<file path="config.mk">
export PLATFORM = sky130hd
export DESIGN_NAME = option_byte_config_decoder
export DESIGN_NICKNAME = d
export VERILOG_FILES = /design/src/shared/option_cfg_pkg.sv /design/src/rtl/option_byte_sampler.sv /design/src/rtl/option_byte_config_decoder.sv
export SDC_FILE = /design/constraint.sdc
export NUM_CORES = 1
export LEC_CHECK = 0
export BUFFER_PORTS_ARGS = -buffer_cell sky130_fd_sc_hd__buf_2
export CAP_MARGIN = 20
export CORE_UTILIZATION = 48
export DETAILED_ROUTE_END_ITERATION = 7
export PLACE_DENSITY = 0.8
export REMOVE_ABC_BUFFERS = 1
export SLEW_MARGIN = 20
export SYNTH_ARGS = -nofsm -noshare
export SYNTH_HDL_FRONTEND = slang
export SYNTH_SLANG_ARGS = --single-unit
</file>
<file path="constraint.sdc">
create_clock -name core_clk -period 4.2 [get_ports core_clk]
set_input_delay 0.84 -clock core_clk [delete_from_list [all_inputs] [get_ports core_clk]]
set_output_delay 0.84 -clock core_clk [all_outputs]
set_load 0.01 [all_outputs]
</file>
<file path="src/shared/option_cfg_pkg.sv">
// Constants, field layout and register map of the option byte decoder
// Overview of operation
// - First byte bit 7 set makes halt entry with a running watchdog reset the chip.
// - First byte bit 6 clear enables the watchdog by hardware, set leaves it to software.
// - Field 5:4 of the first byte turns supply detection off (11) or picks low, medium or high threshold (10, 01, 00).
// - Field 3:2 of the first byte sets sector zero to 0.5, 1, 2 or 4 kilobytes.
// - Read-out protection set blocks program memory access outside user and in-application modes.
// - Erasing the option bytes with read-out protection set erases the whole program memory first.
// - Write protection set permanently refuses erase or program of program memory and of that bit.
// - Second byte bit 7 routes port C interrupts to the second vector (1) or the first vector (0).
// - Second byte bit 6 clear enables the clock filter and backup oscillator, set disables them.
// - Field 5:4 of the second byte picks resonator, reserved, internal RC or external clock.
// - Option bytes have no memory-mapped address and are reached only in programming mode.
// - Blank parts hold FFh program memory and option bytes that select the internal RC oscillator.
// - Mask-coded parts carry fixed option values that the user cannot program.
// - Field 3:1 of the second byte picks the band: 1xx very low power, 000 to 011 rising ranges.
package option_cfg_pkg;

  // Register byte addresses
  localparam logic [7:0] ADDR_STATUS  = 8'h00;
  localparam logic [7:0] ADDR_OPT0    = 8'h04;
  localparam logic [7:0] ADDR_OPT1    = 8'h08;
  localparam logic [7:0] ADDR_PROG0   = 8'h0c;
  localparam logic [7:0] ADDR_PROG1   = 8'h10;
  localparam logic [7:0] ADDR_COMMAND = 8'h14;

  // First byte field positions
  localparam int BIT_HALT_RST = 7;
  localparam int BIT_WDG_ACT  = 6;
  localparam int VD_LSB       = 4;
  localparam int SEC_LSB      = 2;
  localparam int BIT_RDP      = 1;
  localparam int BIT_WRP      = 0;
  // Second byte field positions
  localparam int BIT_PORTC_IRQ_MAPPING    = 7;
  localparam int BIT_CSS      = 6;
  localparam int OSCT_LSB     = 4;
  localparam int RNG_LSB      = 1;
  localparam int BIT_PLL      = 0;

  // Status register bit positions
  localparam int ST_PROG_MODE = 0;
  localparam int ST_CFG_VALID = 1;
  localparam int ST_BUSY      = 2;
  localparam int ST_PLL_MISUSE = 3;

  // Blank option bytes, internal RC selected
  localparam logic [7:0] OPT0_BLANK = 8'hfc;
  localparam logic [7:0] OPT1_BLANK = 8'hef;

  // Field encodings
  localparam logic [1:0] VD_OFF      = 2'h3;
  localparam logic [1:0] VD_LOWEST   = 2'h2;
  localparam logic [1:0] VD_MEDIUM   = 2'h1;
  localparam logic [1:0] VD_HIGHEST  = 2'h0;
  localparam logic [1:0] OSC_RESON   = 2'h0;
  localparam logic [1:0] OSC_RSVD    = 2'h1;
  localparam logic [1:0] OSC_RC      = 2'h2;
  localparam logic [1:0] OSC_EXT     = 2'h3;
  localparam logic [2:0] BAND_MP     = 3'h1;
  localparam logic [12:0] SECTOR_MIN_BYTES = 13'h0200;

  // Cycles after reset release before the bytes are captured
  localparam logic [2:0] SETTLE_CYC  = 3'h4;

  localparam logic [1:0] RESP_OKAY   = 2'h0;
  localparam logic [1:0] RESP_SLVERR = 2'h2;

  typedef enum logic [1:0] {
    NV_IDLE,
    NV_MEM_ERASE,
    NV_OPT_ERASE,
    NV_OPT_WRITE
  } nv_state_e;

endpackage : option_cfg_pkg

</file>
<file path="src/rtl/option_byte_sampler.sv">
// Captures the two option bytes once after reset release
`timescale 1ns/1ps
`default_nettype none
module option_byte_sampler
  import option_cfg_pkg::*;
#(
  parameter bit         MASK_CODED = 1'b0,
  parameter logic [7:0] MASK_OPT0  = OPT0_BLANK,
  parameter logic [7:0] MASK_OPT1  = OPT1_BLANK
) (
  input  wire logic       core_clk, // System clock
  input  wire logic       rst,      // Async reset, active high
  input  wire logic [7:0] nvOpt0,   // Stored first byte, async
  input  wire logic [7:0] nvOpt1,   // Stored second byte, async
  output logic      [7:0] opt0,     // Captured first byte
  output logic      [7:0] opt1,     // Captured second byte
  output logic            cfgValid  // Capture done
);

  logic [15:0] syncA_r;
  logic [15:0] syncB_r;
  logic [2:0]  settle_r;
  logic [7:0]  opt0_r;
  logic [7:0]  opt1_r;
  logic        valid_r;
  wire         capture = !valid_r && (settle_r == SETTLE_CYC);
  // Mask parts ignore the array and use fixed values
  wire  [7:0]  src0 = MASK_CODED ? MASK_OPT0 : syncB_r[7:0];
  wire  [7:0]  src1 = MASK_CODED ? MASK_OPT1 : syncB_r[15:8];

  always_ff @(posedge core_clk or posedge rst) begin
    if (rst) begin
      syncA_r  <= 16'h0000;
      syncB_r  <= 16'h0000;
      settle_r <= 3'h0;
      opt0_r   <= OPT0_BLANK;
      opt1_r   <= OPT1_BLANK;
      valid_r  <= 1'b0;
    end else begin
      syncA_r <= {nvOpt1, nvOpt0};
      syncB_r <= syncA_r;
      if (!valid_r) begin
        settle_r <= settle_r + 3'h1;
      end
      // Taken once, held until next reset
      if (capture) begin
        opt0_r  <= src0;
        opt1_r  <= src1;
        valid_r <= 1'b1;
      end
    end
  end

  assign opt0     = opt0_r;
  assign opt1     = opt1_r;
  assign cfgValid = valid_r;

endmodule : option_byte_sampler
`default_nettype wire

</file>
<file path="src/rtl/option_byte_config_decoder.sv">
// Option byte decoder with programming-mode access over AXI4-Lite
//
// Decided for this implementation: the register addresses and the AXI4-Lite slave port.
`timescale 1ns/1ps
`default_nettype none
module option_byte_config_decoder
  import option_cfg_pkg::*;
#(
  parameter bit         MASK_CODED = 1'b0,
  parameter logic [7:0] MASK_OPT0  = OPT0_BLANK,
  parameter logic [7:0] MASK_OPT1  = OPT1_BLANK
) (
  input  wire logic        core_clk,          // System clock
  input  wire logic        rst,               // Async reset, active high
  input  wire logic [7:0]  s_axi_awaddr,      // Write address
  input  wire logic        s_axi_awvalid,     // Write address valid
  output logic             s_axi_awready,     // Write address ready
  input  wire logic [31:0] s_axi_wdata,       // Write data
  input  wire logic [3:0]  s_axi_wstrb,       // Write strobes
  input  wire logic        s_axi_wvalid,      // Write data valid
  output logic             s_axi_wready,      // Write data ready
  output logic [1:0]       s_axi_bresp,       // Write response
  output logic             s_axi_bvalid,      // Write response valid
  input  wire logic        s_axi_bready,      // Write response ready
  input  wire logic [7:0]  s_axi_araddr,      // Read address
  input  wire logic        s_axi_arvalid,     // Read address valid
  output logic             s_axi_arready,     // Read address ready
  output logic [31:0]      s_axi_rdata,       // Read data
  output logic [1:0]       s_axi_rresp,       // Read response
  output logic             s_axi_rvalid,      // Read data valid
  input  wire logic        s_axi_rready,      // Read data ready
  input  wire logic        progModePin,       // Programming mode, async
  input  wire logic        userMode,          // Core in user mode
  input  wire logic        iapMode,           // Core in IAP mode
  input  wire logic [7:0]  nvOpt0,            // Stored first byte
  input  wire logic [7:0]  nvOpt1,            // Stored second byte
  output logic             nvWrReq,           // Program option byte
  output logic             nvWrSel,           // Byte index to program
  output logic [7:0]       nvWrData,          // Byte value to program
  output logic             nvEraseReq,        // Erase both option bytes
  input  wire logic        nvDone,            // Array finished request
  output logic             progMemEraseReq,   // Erase program memory
  input  wire logic        progMemEraseDone,  // Program memory erased
  output logic             progMemAccessOk,   // Program memory readable
  output logic             progMemWriteOk,    // Program memory writable
  output logic             cfgValid,          // Configuration captured
  output logic             haltWatchdogReset, // Reset on halt entry
  output logic             watchdogHwEnable,  // Watchdog forced on
  output logic             detectorEnable,    // Supply detectors on
  output logic [1:0]       voltageDetectLevel, // Threshold code
  output logic [12:0]      sectorZeroBytes,   // Sector zero size
  output logic             readoutProtect,    // Read-out protection
  output logic             writeProtectLock,  // Write lock
  output logic             portcOnVectorB,    // Port C on second vector
  output logic             clockSafetyEnable, // Filter and backup osc
  output logic [1:0]       oscSourceSel,      // Clock source code
  output logic             oscSourceReserved, // Reserved source code
  output logic [2:0]       oscBandSel,        // Frequency band code
  output logic             oscVeryLowPower,   // 32 to 100 kHz band
  output logic             pllEnable          // Frequency doubler on
);

  logic [7:0] opt0;
  logic [7:0] opt1;
  logic       progSyncA_r;
  logic       progSyncB_r;

  option_byte_sampler #(
    .MASK_CODED (MASK_CODED),
    .MASK_OPT0  (MASK_OPT0),
    .MASK_OPT1  (MASK_OPT1)
  ) u_sampler (
    .core_clk (core_clk),
    .rst      (rst),
    .nvOpt0   (nvOpt0),
    .nvOpt1   (nvOpt1),
    .opt0     (opt0),
    .opt1     (opt1),
    .cfgValid (cfgValid)
  );

  always_ff @(posedge core_clk or posedge rst) begin
    if (rst) begin
      progSyncA_r <= 1'b0;
      progSyncB_r <= 1'b0;
    end else begin
      progSyncA_r <= progModePin;
      progSyncB_r <= progSyncA_r;
    end
  end

  wire progMode = progSyncB_r;

  // Decoded configuration
  assign haltWatchdogReset  = opt0[BIT_HALT_RST];
  assign watchdogHwEnable   = !opt0[BIT_WDG_ACT];
  assign voltageDetectLevel = opt0[VD_LSB +: 2];
  assign detectorEnable     = voltageDetectLevel != VD_OFF;
  assign sectorZeroBytes    = SECTOR_MIN_BYTES << opt0[SEC_LSB +: 2];
  assign readoutProtect     = opt0[BIT_RDP];
  assign writeProtectLock   = opt0[BIT_WRP];
  assign portcOnVectorB     = opt1[BIT_PORTC_IRQ_MAPPING];
  assign clockSafetyEnable  = !opt1[BIT_CSS];
  assign oscSourceSel       = opt1[OSCT_LSB +: 2];
  assign oscSourceReserved  = oscSourceSel == OSC_RSVD;
  assign oscBandSel         = opt1[RNG_LSB +: 3];
  assign oscVeryLowPower    = oscBandSel[2];
  assign pllEnable          = !opt1[BIT_PLL];

  // Doubler outside its band is flagged, not corrected
  wire pllMisuse = pllEnable && (oscBandSel != BAND_MP);

  assign progMemAccessOk = !readoutProtect || userMode || iapMode;
  assign progMemWriteOk  = !writeProtectLock;

  // Write channel
  logic        awHeld_r;
  logic        wHeld_r;
  logic [7:0]  awAddr_r;
  logic [31:0] wData_r;
  logic [3:0]  wStrb_r;
  logic        bValid_r;
  logic [1:0]  bResp_r;
  logic        rValid_r;
  logic [1:0]  rResp_r;
  logic [31:0] rData_r;
  nv_state_e   state_r;
  nv_state_e   state_nxt;
  logic        wrSel_r;
  logic [7:0]  wrData_r;

  assign s_axi_awready = !awHeld_r && !bValid_r;
  assign s_axi_wready  = !wHeld_r && !bValid_r;
  assign s_axi_arready = !rValid_r;
  assign s_axi_bvalid  = bValid_r;
  assign s_axi_bresp   = bResp_r;
  assign s_axi_rvalid  = rValid_r;
  assign s_axi_rresp   = rResp_r;
  assign s_axi_rdata   = rData_r;

  wire doWrite  = awHeld_r && wHeld_r && !bValid_r;
  wire idle     = state_r == NV_IDLE;
  wire lowLane  = wStrb_r[0];
  wire isProg0  = awAddr_r == ADDR_PROG0;
  wire isProg1  = awAddr_r == ADDR_PROG1;
  wire isCmd    = awAddr_r == ADDR_COMMAND;
  wire eraseCmd = isCmd && lowLane && wData_r[0];
  // Only reachable in programming mode and while idle
  wire wrAccept = progMode && idle && (isProg0 || isProg1 || isCmd)
                  && !(eraseCmd && writeProtectLock);
  wire startProg  = doWrite && wrAccept && lowLane && (isProg0 || isProg1);
  wire startErase = doWrite && wrAccept && eraseCmd;
  // Locked bit can never return to zero
  wire [7:0] progByte = isProg0
    ? (wData_r[7:0] | {7'h00, writeProtectLock})
    : wData_r[7:0];

  always_ff @(posedge core_clk or posedge rst) begin
    if (rst) begin
      awHeld_r <= 1'b0;
      wHeld_r  <= 1'b0;
      awAddr_r <= 8'h00;
      wData_r  <= 32'h0000_0000;
      wStrb_r  <= 4'h0;
      bValid_r <= 1'b0;
      bResp_r  <= RESP_OKAY;
    end else begin
      if (s_axi_awvalid && s_axi_awready) begin
        awHeld_r <= 1'b1;
        awAddr_r <= s_axi_awaddr;
      end
      if (s_axi_wvalid && s_axi_wready) begin
        wHeld_r <= 1'b1;
        wData_r <= s_axi_wdata;
        wStrb_r <= s_axi_wstrb;
      end
      if (doWrite) begin
        awHeld_r <= 1'b0;
        wHeld_r  <= 1'b0;
        bValid_r <= 1'b1;
        bResp_r  <= wrAccept ? RESP_OKAY : RESP_SLVERR;
      end else if (bValid_r && s_axi_bready) begin
        bValid_r <= 1'b0;
      end
    end
  end

  // Read channel
  wire [31:0] statusWord = {28'h0000000, pllMisuse, !idle, cfgValid,
                            progMode};
  wire rdIsStatus = s_axi_araddr == ADDR_STATUS;
  wire rdIsOpt0   = s_axi_araddr == ADDR_OPT0;
  wire rdIsOpt1   = s_axi_araddr == ADDR_OPT1;
  // Option bytes hidden outside programming mode
  wire rdOk = rdIsStatus || (progMode && (rdIsOpt0 || rdIsOpt1));
  wire [31:0] rdMux = rdIsStatus ? statusWord
                    : !rdOk      ? 32'h0000_0000
                    : rdIsOpt0   ? {24'h000000, opt0}
                    :              {24'h000000, opt1};

  always_ff @(posedge core_clk or posedge rst) begin
    if (rst) begin
      rValid_r <= 1'b0;
      rResp_r  <= RESP_OKAY;
      rData_r  <= 32'h0000_0000;
    end else if (s_axi_arvalid && s_axi_arready) begin
      rValid_r <= 1'b1;
      rResp_r  <= rdOk ? RESP_OKAY : RESP_SLVERR;
      rData_r  <= rdMux;
    end else if (rValid_r && s_axi_rready) begin
      rValid_r <= 1'b0;
    end
  end

  // Non-volatile request sequencer
  always_comb begin
    state_nxt = state_r;
    case (state_r)
      NV_IDLE: begin
        if (startErase) begin
          // Protected content goes before the options do
          state_nxt = readoutProtect ? NV_MEM_ERASE : NV_OPT_ERASE;
        end else if (startProg) begin
          state_nxt = NV_OPT_WRITE;
        end
      end
      NV_MEM_ERASE: begin
        if (progMemEraseDone) begin
          state_nxt = NV_OPT_ERASE;
        end
      end
      NV_OPT_ERASE: begin
        if (nvDone) begin
          state_nxt = NV_IDLE;
        end
      end
      NV_OPT_WRITE: begin
        if (nvDone) begin
          state_nxt = NV_IDLE;
        end
      end
      default: begin
        state_nxt = NV_IDLE;
      end
    endcase
  end

  always_ff @(posedge core_clk or posedge rst) begin
    if (rst) begin
      state_r  <= NV_IDLE;
      wrSel_r  <= 1'b0;
      wrData_r <= 8'h00;
    end else begin
      state_r <= state_nxt;
      if (startProg) begin
        wrSel_r  <= isProg1;
        wrData_r <= progByte;
      end
    end
  end

  assign nvWrReq         = state_r == NV_OPT_WRITE;
  assign nvWrSel         = wrSel_r;
  assign nvWrData        = wrData_r;
  assign nvEraseReq      = state_r == NV_OPT_ERASE;
  assign progMemEraseReq = state_r == NV_MEM_ERASE;

endmodule : option_byte_config_decoder
`default_nettype wire

</file>
======== Word level (Yosys, flattened, before mapping) ========
Cells that the tools add are included.
word-level totals
  flip-flop bits (word level) ............. 122
  bits of input ports ..................... 80
  output and inout bits ................... 86
  logic and storage cells ................. 107
cells by class
  add/subtract/negate cells ............... 1
  equality and inequality tests ........... 15
  shift operators ......................... 1
  mux-type cells .......................... 20
  bitwise operators ....................... 1
  reductions and logical operators ........ 48
operator list
  operator                                                                 number
  8-bit two-way mux                                                        4
  1-bit logical AND                                                        22
  8-bit by 4-bit equality test with 1-bit output, second input constant    2
  8-bit by 5-bit equality test with 1-bit output, second input constant    2
  2-bit two-way mux                                                        7
  10-bit by 2-bit << shifter with 13-bit output, first input constant      1
  1-bit zero test                                                          12
  8-bit by 3-bit equality test with 1-bit output, second input constant    1
  8-bit zero test                                                          1
  1-bit two-way mux                                                        8
  8-bit by 1-bit bitwise OR with 8-bit output                              1
  2-bit nonzero test                                                       4
  1-bit logical OR                                                         6
  3-bit by 1-bit inequality test with 1-bit output, second input constant  2
  2-bit one-hot mux with 3 select lines                                    1
  2-bit by 1-bit equality test with 1-bit output, second input constant    2
  2-bit equality test, second input constant                               2
  2-bit by 1-bit inequality test with 1-bit output, second input constant  2
  3-bit by 1-bit adder with 3-bit output, second input constant            1
  3-bit equality test, second input constant                               1
  3-bit AND reduction                                                      1
  2-bit zero test                                                          1
  2-bit inequality test, second input constant                             1
  2-bit OR reduction                                                       1

======== Logic depth before layout (Yosys ltp) ========
  depth after elaboration ................. 12
  depth in mapped cells ................... 5
  gate-level depth less buffers ........... 4

======== Cells and area by module ========
Synthesis repeated with hierarchy kept, for this count alone.
unflattened totals
  cells, all modules ...................... 291
  area, all modules ....................... 3,926.3 um^2
by module, submodules not included
  module                      instances  cells an instance  area an instance (um^2)  seq. area each (um^2)
  option_byte_config_decoder  1          211                2,280.9                  1,101.1
  option_byte_sampler         1          80                 1,645.3                  1,317.5

======== Least setup slack after synthesis ========
No wires, ideal clock.
  path kind ............................... input to register
  start ................................... input port s_axi_araddr[7]
  end ..................................... register rData_r[4] (netlist: s_axi_rdata[4])
  library setup time ...................... 0.132 ns
  data arrival time ....................... 2.164 ns
  required time ........................... 4.068 ns
  slack ................................... 1.904 ns
  cell stages on the path ................. 5
  buffers on the path ..................... 1
  cells stage by stage .................... or4_4 > or4b_1 > buf_2 > mux2i_1 > o21ai_1
between the ends
  longest elaborated chain between the ends .. 6
  elaborated cells between the ends (all ways) .. 9
  classes of those cells .................. 2 x eq/ne; 3 x mux; 4 x reduce/logical
ends and longest elaborated chain
  item                                                                                                              RTL line                                                              RTL
  start, declared                                                                                                   option_byte_config_decoder.sv:25                                      input wire logic [7:0] s_axi_araddr,
  8-bit by 3-bit equality test with 1-bit output or 8-bit by 4-bit equality test with 1-bit output (tied branches)  option_byte_config_decoder.sv:192, option_byte_config_decoder.sv:193
  1-bit logical OR                                                                                                  option_byte_config_decoder.sv:195                                     wire rdOk = rdIsStatus || (progMode && (rdIsOpt0 || rdIsOpt1));
  1-bit logical AND                                                                                                 option_byte_config_decoder.sv:195
  1-bit logical OR                                                                                                  option_byte_config_decoder.sv:195
  8-bit two-way mux                                                                                                 option_byte_config_decoder.sv:197                                     : !rdOk ? 32'h0000_0000
  8-bit two-way mux *                                                                                               option_byte_config_decoder.sv:196                                     wire [31:0] rdMux = rdIsStatus ? statusWord
  end signal, assigned                                                                                              option_byte_config_decoder.sv:209                                     rData_r <= rdMux;
  end, declared                                                                                                     option_byte_config_decoder.sv:126                                     logic [31:0] rData_r;
Every way passes the cells marked *; elsewhere a longest branch is shown, timed or not.
A chain may end at the register's enable or synchronous reset.

======== Worst setup path in the final report ========
  start ................................... input port userMode
  end ..................................... output port progMemAccessOk
between the ends
  longest elaborated chain between the ends .. 2
ends and longest elaborated chain
  item                            RTL line                           RTL
  start, declared                 option_byte_config_decoder.sv:33   input wire logic userMode,
  1-bit logical OR (2 in series)  option_byte_config_decoder.sv:113  assign progMemAccessOk = !readoutProtect || userMode || iapMode;
  end, declared                   option_byte_config_decoder.sv:44   output logic progMemAccessOk,
Every way passes these cells.

==> flow_summary_export.csv <==
group,metric,value,unit
status,outcome,"finished clean",
worst_hold_path,worst_hold_path_type,"flip-flop to flip-flop",
yosys,synth.cells.most_frequent,"dfrtp_1, buf_4, mux2_2",
routing,viasPerCell,4.769,
placement,post-dp-hpwl,5135,um
setup_path,worst_setup_path_start_kind,"input pin",
layout,seq_area,0.002419,mm2
clocking,clkLatencyLatePin,0.35,ns
routing,drt_first_iter_violations,90,
global_route,grt_pass1_vias,2407,
power,powerDensity,451.4,mW/mm2
clocking,post_cts_buffers,0,
setup_path,crit_path_end,"progMemAccessOk",
sta,slew_headroom,0.3963,
clocking,post_cts_resized,0,
clocking,cts_max_path_buffers,2,
yosys,synth_most_common_cell,"dfrtp_1",
setup_path,cp-end-kind,"output port",
die,die_w,93.49,um
yosys,ys_async_sr_fraction,1.000,
yosys,synthFlopType,"dfrtp_1",
die,die-height,93.49,um
setup_path,critPathKind,"input pin to output port",
placement,pre_cts_ws,1.689,ns
routing,vias,2494,
routing,post_drt_wl_per_cell,13.36,um
clocking,ctsHtreeMaxLevel,3,
power,p_leak,2.300,nW
placement,globalplace.congestion,0.7566,
sta,worst_slack,2.014,ns
sta,post-route-min-period,2.186,ns
yosys,synth_seq_cells,96,
setup_path,cp.required,3.36,ns
sta,fin_skew,0.01288,ns
routing,drc_errors,0,
die,pin_count,166,
setup_path,reg2reg_to,"nvWrData[4]",
yosys,synth.top_cells.by_area,"dfrtp_1, mux2_2, dfstp_2",
yosys,synth_area_per_cell,12.84,um2
setup_path,r2r_setup_slack,2.20,ns
flow_run,maxCapViolCount,0,
setup_path,crit_start,"userMode",
yosys,synth_edf_count,0,
routing,antenna_left,0,
die,initial_core_util,0.4914,
yosys,synth_top_area_share,0.5170,
layout,final_area,0.004619,mm2
routing,drt-pass1-iter-count,4,
yosys,ys_warn_count,0,
placement,postPlaceCellArea,0.004447,mm2
sta,rsz0062_at_grt,"no",
routing,wl,6986,um
layout,drive_above_1_share,0.4234,
clocking,ctsHoldBuffers,0,
layout,multi_input_area,0.001326,mm2
global_route,antenna_found_initial,0,
sta,period_share,0.5204,
global_route,grt_max_degree,97,
setup_path,r2r_cells,4,
sta,slew_violations,0,
power,peakVddDrop,0.2746,mV
global_route,overflow,0,
layout,fin_nets,495,
setup_path,worstPathArrival,1.35,ns
layout,syn2layout_area_growth,14.98,%
setup_path,cp_max_fo,1,
yosys,syn_inst,313,
layout,nFillCells,712,
sta,finalHoldViolCount,0,
die,core_area,0.008175,mm2
sta,setup_tns,0,ns
yosys,synth.largest_area_cell,"dfrtp_1",
yosys,ys_types,50,
setup_path,rr_startpoint,"awAddr_r[5]",
global_route,grt_pass1_wl,11490,um
sta,setup_viol,0,
die,fp-row-count,33,
clocking,numClockSinks,96,
clocking,numCtsBuffers,9,
layout,antenna_cells,0,
clocking,cts_tree,"built",
yosys,synth.yosys.seq_area_share,0.6020,
yosys,synth_area,0.004018,mm2
clocking,clk_pin_slew,0.09,ns
clocking,root_buffer,"clkbuf_8",
die,die_area,0.008739,mm2
sta,max_freq,0.4575,GHz
global_route,track_usage,0.1739,
placement,portBuffers,103,
sta,tightest_slew,0.9037,ns
==> layout make-up <==
type / count / area share
Tap cell: 105 / 0.02844
Inverter: 14 / 0.01246
Clock buffer: 11 / 0.02844
Sequential cell: 96 / 0.5236
Timing Repair Buffer: 103 / 0.1116
Multi-Input combinational cell: 189 / 0.2871
Clock inverter: 5 / 0.008397
==> registers in the layout (all words and copies together), names as in the netlist, 8 cells and up <==
name               cells
u_sampler.syncA_r     16
s_axi_rdata            8
u_sampler.syncB_r     16
awAddr_r               8
u_sampler.opt1         8
nvWrData               8
wData_r                8
u_sampler.opt0         8
==> routing by layer <==
| metal | vias up | global-route usage | share of wire |
|---|---|---|---|
| met1 | 1236 | 0.2225 | 0.43 |
| met4 | 0 | 0.08590 | 0.019 |
| met2 | 66 | 0.2898 | 0.52 |
| met3 | 10 | 0.02520 | 0.028 |
| met5 | - | 0 | 0 |
| li1 | 1182 | - | - |
==> layout by cell type (no fill, tap or decap), types with 3 or more instances in the layout <==
cell type / count
dfstp_2: 13
o21ai_0: 12
buf_2: 103
nor2_1: 9
o21ai_1: 4
and2_1: 3
inv_1: 13
mux2_2: 35
nand3_1: 4
inv_6: 4
nand3b_1: 3
nor2b_1: 11
mux2i_1: 4
clkbuf_8: 9
and2b_2: 3
mux2_1: 6
nand2_1: 13
conb_1: 35
o21a_1: 3
nand2b_1: 3
dfrtp_1: 83
a21oi_1: 10
==> logic make-up after synthesis <==
kind of cell,after synthesis,share of synthesized area
AO/OA/AOI/OAI,39,0.05824
XOR/XNOR,2,0.004361
adder cells (fa/ha/maj),3,0.008719
buffers and inverters,62,0.09966
flip-flops,96,0.6020
multiplexers,45,0.1249
other,1,0.0009334
AND/OR/NAND/NOR,65,0.1012
==> through the flow <==
step	utilization	total power, mW	hold slack, ns	std cells
finish	0.5650	2.085	0.3480	523
global route	0.5650	2.210	0.3569	523
CTS	0.5647	2.109	0.3508	523
detailed placement	0.5439	1.577	0.3347	507
global placement	0.5439	1.551	0.3321	507
floorplan	-	1.441	0.3312	299
==> worst min-delay path by stage <==
stage / from / endpoint / slack, ns / depth (start not counted)
2_1_floorplan: progSyncA_r / progMode / 0.33 / 0
3_3_place_gp: u_sampler.syncA_r[6] / u_sampler.syncB_r[6] / 0.33 / 0
3_5_place_dp: u_sampler.syncA_r[3] / u_sampler.syncB_r[3] / 0.33 / 0
4_1_cts: u_sampler.syncA_r[3] / u_sampler.syncB_r[3] / 0.35 / 0
5_1_grt: u_sampler.syncA_r[0] / u_sampler.syncB_r[0] / 0.36 / 0
6_report: u_sampler.syncA_r[3] / u_sampler.syncB_r[3] / 0.35 / 0
==> critical path: stages <==
cell and delay [ns]:
buf_2 0.09, nor2_1 0.15, nand2_1 0.11, buf_2 0.16
==> report_power, final <==
group / internal [mW] / total (mW) / switching, mW
Clock: 0.221 / 0.530 / 0.308
Combinational: 0.193 / 0.403 / 0.210
Sequential: 1.06 / 1.15 / 0.0934
Total: 1.47 / 2.09 / 0.612
Note: power is estimated with default switching activity, not from simulation.
